--- src/oag_regs.svh ---
// Address constants, window limits and opcode encodings for the operand address generator
`ifndef OAG_REGS_SVH
`define OAG_REGS_SVH

// ********************************
// Address windows
// ********************************
`define OAG_SD_BASE     16'hfe00
`define OAG_SD_LO       16'hfe20
`define OAG_SD_HI       16'hff1f
`define OAG_SD_HIGH_IMM 8'h20
`define OAG_SFR_BASE    16'hff00
`define OAG_SFR_GAP_LO  8'hd0
`define OAG_SFR_GAP_HI  8'hdf
`define OAG_HSRAM_LO    16'hfb00
`define OAG_HSRAM_HI    16'hfeff

// ********************************
// Opcode bytes
// ********************************
`define OAG_OPC_LD_DE   8'h85
`define OAG_OPC_LD_HLB  8'hae
`define OAG_OPC_LD_HLRB 8'hab
`define OAG_OPC_PUSH_DE 8'hb5

`endif

--- src/oag_pkg.sv ---
// Types shared by the operand address generator modules
package oag_pkg;

	// ********************************
	// Modes and stack operations
	// ********************************
	typedef enum logic [2:0]
	{
		MD_SHORT  = 3'b000,
		MD_SFR    = 3'b001,
		MD_IND_DE = 3'b010,
		MD_IND_HL = 3'b011,
		MD_BASED  = 3'b100,
		MD_IDX_B  = 3'b101,
		MD_IDX_C  = 3'b110,
		MD_STACK  = 3'b111
	} oag_mode_t;

	typedef enum logic [2:0]
	{
		STK_NONE = 3'b000,
		STK_PUSH = 3'b001,
		STK_POP  = 3'b010,
		STK_CALL = 3'b011,
		STK_RET  = 3'b100,
		STK_INTR = 3'b101
	} oag_stk_t;

	// ********************************
	// Register file view
	// ********************************
	typedef logic [7:0] oag_byte_t;
	typedef oag_byte_t [7:0] oag_bank_t;
	typedef oag_bank_t [3:0] oag_gpr_t;

	typedef struct packed
	{
		logic [15:0] de;
		logic [15:0] hl;
		logic [7:0]  b;
		logic [7:0]  c;
	} oag_pairs_t;

	// ********************************
	// Request and result
	// ********************************
	typedef struct packed
	{
		logic      use_opc;
		logic [7:0] opcode;
		oag_mode_t mode;
		logic [7:0] imm;
		logic      word;
		oag_stk_t  stk;
	} oag_req_t;

	typedef struct packed
	{
		logic [15:0] ea;
		oag_mode_t   mode;
		logic        word;
		logic        align_err;
		logic        range_err;
		logic        opc_err;
	} oag_res_t;

endpackage

--- src/oag_bank_mux.sv ---
// Picks the working register pairs of the selected bank
`timescale 1ns/1ps
module oag_bank_mux
(
	// Register file and bank selection
	input  wire oag_pkg::oag_gpr_t   gpr,
	input  wire logic                bank_select_low,
	input  wire logic                bank_select_high,
	// Selected pairs
	output oag_pkg::oag_pairs_t      pairs
);
	import oag_pkg::*;

	oag_bank_t bank;   // Bank chosen by the two select flags

	// Registers sit in order X A C B E D L H inside each bank
	always_comb
	begin
		bank     = gpr[{bank_select_high, bank_select_low}];
		pairs.de = {bank[5], bank[4]};
		pairs.hl = {bank[7], bank[6]};
		pairs.b  = bank[3];
		pairs.c  = bank[2];
	end
endmodule

--- src/oag_opc_dec.sv ---
// Recognises the opcode bytes that fix an operand addressing mode
`timescale 1ns/1ps
`include "oag_regs.svh"
module oag_opc_dec
(
	// Opcode in
	input  wire logic [7:0]          opcode,
	// Decoded mode
	output oag_pkg::oag_mode_t       mode,
	output logic                     is_push,
	output logic                     known
);
	import oag_pkg::*;

	// Unknown bytes report a fault rather than guessing a mode
	always_comb
	begin
		mode    = MD_SHORT;
		is_push = 1'b0;
		known   = 1'b1;
		case (opcode)
			`OAG_OPC_LD_DE:   mode = MD_IND_DE;
			`OAG_OPC_LD_HLB:  mode = MD_BASED;
			`OAG_OPC_LD_HLRB: mode = MD_IDX_B;
			`OAG_OPC_PUSH_DE:
			begin
				mode    = MD_STACK;
				is_push = 1'b1;
			end
			default:          known = 1'b0;
		endcase
	end
endmodule

--- src/oag_top.sv ---
// Operand effective-address generator for the 8-bit core
`timescale 1ns/1ps
`include "oag_regs.svh"

// Behaviour
// - Short direct: imm below 20H sets bit 8
// - Short direct lands only in FE20H-FF1FH
// - Short direct word accesses use even addresses
// - Special register address is FF00H plus immediate
// - FF00H-FF1FH also reachable by short direct
// - Word special register operand needs even address
// - Indirect uses selected bank's second or base pair
// - Based adds zero-extended offset, carry dropped
// - Indexed adds zero-extended B or C, carry dropped
// - Stack accesses go through stack pointer value
// - Stack operations force stack addressing automatically
// - Stack addresses outside high-speed RAM are flagged, not redirected
// - Opcode 85H loads accumulator via second pair
// - Opcode AEH loads from base plus offset byte
// - Opcode ABH loads from base plus B
// - Opcode B5H pushes second pair on stack
// - FE20H-FEFFH is RAM, FF00H-FF1FH special registers
module oag_top
(
	// Clock and reset
	input  wire logic                CLK_SYS,
	input  wire logic                RESET_N,
	// Request from the sequencer
	input  wire logic                REQ_VALID,
	input  wire oag_pkg::oag_req_t   REQ,
	// Core state
	input  wire oag_pkg::oag_gpr_t   GPR,
	input  wire logic                BANK_SELECT_LOW,
	input  wire logic                BANK_SELECT_HIGH,
	input  wire logic [15:0]         STACK_POINTER,
	// Result to the memory access stage
	output logic                     RES_VALID,
	output oag_pkg::oag_res_t        RES,
	output logic                     RES_RAM
);
	import oag_pkg::*;

	// ************************************************
	// Declarations
	// ************************************************
	oag_pairs_t pairs;        // Pairs of the selected bank
	oag_mode_t  dec_mode;     // Mode fixed by the opcode byte
	logic       dec_push;     // Opcode is a push
	logic       dec_known;    // Opcode is one we handle
	oag_mode_t  mode_c;       // Mode finally used
	oag_stk_t   stk_c;        // Stack operation finally used
	oag_res_t   res_d;        // Next result
	oag_res_t   res_q;        // Registered result
	logic       valid_d;      // Next result strobe
	logic       valid_q;      // Registered result strobe
	logic       ram_d;        // Next RAM-area flag
	logic       ram_q;        // Registered RAM-area flag

	// ************************************************
	// Helpers
	// ************************************************
	oag_bank_mux u_bank
	(
		.gpr              (GPR),
		.bank_select_low  (BANK_SELECT_LOW),
		.bank_select_high (BANK_SELECT_HIGH),
		.pairs            (pairs)
	);

	oag_opc_dec u_dec
	(
		.opcode  (REQ.opcode),
		.mode    (dec_mode),
		.is_push (dec_push),
		.known   (dec_known)
	);

	// ************************************************
	// Mode selection
	// ************************************************
	// A stack operation overrides any requested mode so that calls,
	// returns and interrupt saves never miss the stack
	always_comb
	begin
		mode_c = REQ.mode;
		stk_c  = REQ.stk;
		if (REQ.use_opc && dec_known)
		begin
			mode_c = dec_mode;
			if (dec_push)
				stk_c = STK_PUSH;
		end
		if (stk_c != STK_NONE)
			mode_c = MD_STACK;
	end

	// ************************************************
	// Effective address
	// ************************************************
	// All sums are cut to 16 bits, so carries out of bit 15 vanish
	always_comb
	begin
		res_d           = '0;
		res_d.mode      = mode_c;
		res_d.word      = REQ.word;
		res_d.opc_err   = REQ.use_opc && !dec_known;
		ram_d           = 1'b0;
		valid_d         = REQ_VALID;
		case (mode_c)
			MD_SHORT:
			begin
				// Low immediates fold into the register area
				res_d.ea    = 16'(`OAG_SD_BASE + {8'h00, REQ.imm});
				res_d.ea[8] = (REQ.imm < `OAG_SD_HIGH_IMM);
				ram_d       = !res_d.ea[8];
				if (REQ.word && res_d.ea[0])
				begin
					res_d.align_err = 1'b1;
					res_d.ea[0]     = 1'b0;
				end
			end
			MD_SFR:
			begin
				res_d.ea = 16'(`OAG_SFR_BASE + {8'h00, REQ.imm});
				// The hole between the two register spaces is refused
				if (REQ.imm >= `OAG_SFR_GAP_LO && REQ.imm <= `OAG_SFR_GAP_HI)
					res_d.range_err = 1'b1;
				if (REQ.word && res_d.ea[0])
				begin
					res_d.align_err = 1'b1;
					res_d.ea[0]     = 1'b0;
				end
			end
			MD_IND_DE: res_d.ea = pairs.de;
			MD_IND_HL: res_d.ea = pairs.hl;
			MD_BASED:  res_d.ea = 16'(pairs.hl + {8'h00, REQ.imm});
			MD_IDX_B:  res_d.ea = 16'(pairs.hl + {8'h00, pairs.b});
			MD_IDX_C:  res_d.ea = 16'(pairs.hl + {8'h00, pairs.c});
			default:
			begin
				res_d.ea = STACK_POINTER;
				ram_d    = 1'b1;
				// Outside high-speed RAM the access is flagged, never redirected
				if (STACK_POINTER < `OAG_HSRAM_LO || STACK_POINTER > `OAG_HSRAM_HI)
				begin
					res_d.range_err = 1'b1;
					ram_d           = 1'b0;
				end
			end
		endcase
	end

	// ************************************************
	// Result registers
	// ************************************************
	// One register stage keeps the adder off the memory-stage path
	always_ff @(posedge CLK_SYS or negedge RESET_N)
	begin
		if (!RESET_N)
		begin
			res_q   <= '0;
			valid_q <= 1'b0;
			ram_q   <= 1'b0;
		end
		else
		begin
			res_q   <= res_d;
			valid_q <= valid_d;
			ram_q   <= ram_d;
		end
	end

	assign RES       = res_q;
	assign RES_VALID = valid_q;
	assign RES_RAM   = ram_q;
endmodule

--- config.mk ---
export PLATFORM = sky130hd
export DESIGN_NAME = oag_top
export DESIGN_NICKNAME = d
export VERILOG_FILES = /design/src/oag_pkg.sv /design/src/oag_bank_mux.sv /design/src/oag_opc_dec.sv /design/src/oag_top.sv
export VERILOG_INCLUDE_DIRS = /design/src
export SDC_FILE = /design/constraint.sdc
export NUM_CORES = 1
export LEC_CHECK = 0
export BUFFER_PORTS_ARGS = -buffer_cell sky130_fd_sc_hd__buf_2
export CAP_MARGIN = 0
export CORE_AREA = 3 3 125 127
export DETAILED_ROUTE_END_ITERATION = 12
export DIE_AREA = 0 0 128 130
export GPL_TIMING_DRIVEN = 0
export SYNTH_ARGS = -nofsm -noshare
export SYNTH_HDL_FRONTEND = slang
export SYNTH_SLANG_ARGS = --single-unit
--- constraint.sdc ---
create_clock -name CLK_SYS -period 0.8 [get_ports CLK_SYS]
set_clock_uncertainty 0.1 [all_clocks]
set_input_delay 0.08 -clock CLK_SYS [delete_from_list [all_inputs] [get_ports CLK_SYS]]
set_output_delay 0.08 -clock CLK_SYS [all_outputs]
set_load 0.02 [all_outputs]
==> metrics.yaml <==
status: "finished, violations left"
violations: "negative hold slack, negative setup slack"
die_w_um: 128
synth_flop_cell: "dfrtp_1"
final_hold_viol_count: 33
core_mm2: 0.0145
io_buffers: 261
ys_warn_count: 0
dp_slack_ns: -3.51
area_growth_pct: 82.1
htreeDepth: 1
ys_seq_area_share_pct: 19.3
synthArstFlopShare_pct: 100
ir_drop_v: 0.000602
grt_pass1_wl_um: 24300
startpoint_type: "input pin"
cp_max_fo: 8
die-area_mm2: 0.0166
die_y_um: 130
start_util_pct: 22.3
gp_congestion: 0.842
min_period_ns: 3.55
rsz0062_at_grt: "true"
hold_path.class: "in2async"
dpl-instance-area_mm2: 0.00488
drv_cap: 0
final_cell_mix: "buf_2, mux4_2, buf_6"
syn_area_mm2: 0.00324
instances_no_fill: 806
syn-num-nets: 619
io_pins: 326
max_freq_mhz: 282
clk_path_buf_depth: 2
grt_overflow: 0
cts_sinks: 25
wirelength_um: 16500
drive_gt1_share_pct: 70.4
layout_setup_ws_ns: -2.75
cts_made_buffers: 3
drt_iter0_markers: 157
grtUsageTotal_pct: 19.0
layout_commonest_cell: "buf_2"
critical_path_arrival_ns: 3.58
total_power_mw: 6.05
dpl.cell_count: 754
leakagePower_nw: 2.64
hold_slack_ns: -0.297
holdBufCountCts: 2
vias: 4015
synth-seq-cells: 25
power_density_mw_per_mm2: 1020
fin_tns_setup_ns: -47.90
slew_viol_final: 0
finalInstanceArea_mm2: 0.00591
critical_path_class: "in2reg"
crit_required_ns: 0.83
wire_per_inst_um: 20.5
grt_max_degree: 26
slew_headroom_pct: 49.0
synthCells: 309
finish.utilization_pct: 40.7
worst_pin_slew_ns: 0.765
grt_antenna_before_repair: 1
nets: 932
place_hpwl_um: 14000
synth_cell_types: 54
viasPerCell: 4.98
core.rowCount: 44
clockRootBuffer: "clkbuf_16"
synth-edff-count: 0
crit_path_end_kind: "flop"
clk_pin_slew_ns: 0.06
ant_nets: 0
syn_area_per_cell_um2: 10.5
cts_tree: "built"
setup_violations: 48
first_global_vias: 4379
first_pass_iters: 4
drc: 0
period_share_pct: 443
-- per-layer routing --
layer	track usage (%)	part of all wire (%)	vias up
met5	0	0	-
met3	2.87	6.1	21
met2	34.5	52	173
met1	23.7	40	1923
met4	4.81	1.9	0
li1	-	-	1898
-- worst max-delay path: stages --
cell and delay, ns:
buf_6 0.10, and4bb_2 0.25, and4_4 0.17, buf_4 0.16, o32a_4 0.36, nor2_4 0.17, nor3_4 0.07, buf_4 0.16
a221o_1 0.34, ha_2 0.20, fa_2 0.37, a21oi_2 0.17, o211ai_1 0.16, o21bai_2 0.24, buf_4 0.15, xor2_1 0.14
a21oi_1 0.10, o22a_1 0.19
-- timing repair --
item	in CTS	in global routing
resized for setup	107	29
hold endpoints to repair	36	32
gates cloned	1	0
buffers inserted	29	17
pin swaps	27	32
endpoints found under the setup margin	48	48
-- logic make-up after synthesis --
group           after synthesis  share of synthesized area [%]
xor+xnor                     16                           4.32
fa+ha+maj                     9                           3.70
compound gates               97                           20.4
simple gates                 87                           15.1
mux                          49                           33.6
buf+inv                      26                           3.55
flops                        25                           19.3
-- sequential cells by signal (all words and copies together) (netlist names) --
signal / cells
RES_RAM: 1
RES: 23
RES_VALID: 1
-- final cells by class --
| class | count | area (um2) |
|---|---|---|
| Buffer | 20 | 153 |
| Timing Repair Buffer | 309 | 1920 |
| Fill cell | 1481 | 8620 |
| Clock buffer | 3 | 75.1 |
| Antenna cell | 1 | 2.50 |
| Inverter | 5 | 26.3 |
| Tap cell | 184 | 230 |
| Multi-Input combinational cell | 258 | 2870 |
| Clock inverter | 1 | 5.00 |
| Sequential cell | 25 | 626 |
-- where the power goes --
group	switching, mW	internal, mW	leakage [nW]
Sequential	0.0502	1.37	0.284
Combinational	1.61	1.92	2.32
Clock	0.423	0.673	0.0409
Total	2.08	3.96	2.64
-- final timing paths --
check / from / to / slack (ns) / depth (start not counted)
max in group asynchronous: RESET_N / RES[7] / 0.53 / 1
min in group CLK_SYS: STACK_POINTER[0] / RES[7] / -0.06 / 2
worst min-delay path: RESET_N / RES[22] / -0.30 / 1
worst max-delay path: REQ[15] / RES[15] / -2.75 / 18
-- synthesized netlist by cell type (2+ instances only) --
| library cell | n | area, um2 |
|---|---|---|
| a21o_1 | 3 | 22.5 |
| a21oi_1 | 38 | 190 |
| a221o_1 | 8 | 80.1 |
| a31oi_1 | 4 | 25.0 |
| and2b_1 | 7 | 52.6 |
| and3_1 | 4 | 25.0 |
| and4_4 | 2 | 22.5 |
| and4b_1 | 2 | 20.0 |
| buf_2 | 8 | 40.0 |
| clkbuf_1 | 11 | 41.3 |
| dfrtp_1 | 25 | 626 |
| ha_1 | 8 | 100 |
| inv_1 | 2 | 7.51 |
| inv_2 | 3 | 11.3 |
| mux4_2 | 48 | 1080 |
| nand2_1 | 19 | 71.3 |
| nand3_1 | 11 | 55.1 |
| nand4_1 | 5 | 31.3 |
| nand4b_1 | 2 | 17.5 |
| nor2_1 | 18 | 67.6 |
| nor2b_1 | 4 | 25.0 |
| nor3_1 | 3 | 15.0 |
| o21a_1 | 2 | 15.0 |
| o21ai_0 | 12 | 60.1 |
| o21bai_1 | 2 | 15.0 |
| o221a_2 | 3 | 33.8 |
| o22a_1 | 9 | 78.8 |
| o22ai_1 | 3 | 18.8 |
| o32ai_1 | 2 | 17.5 |
| or3_1 | 3 | 18.8 |
| xnor2_1 | 11 | 96.3 |
| xor2_1 | 5 | 43.8 |
(Power assumes the default switching activity.)
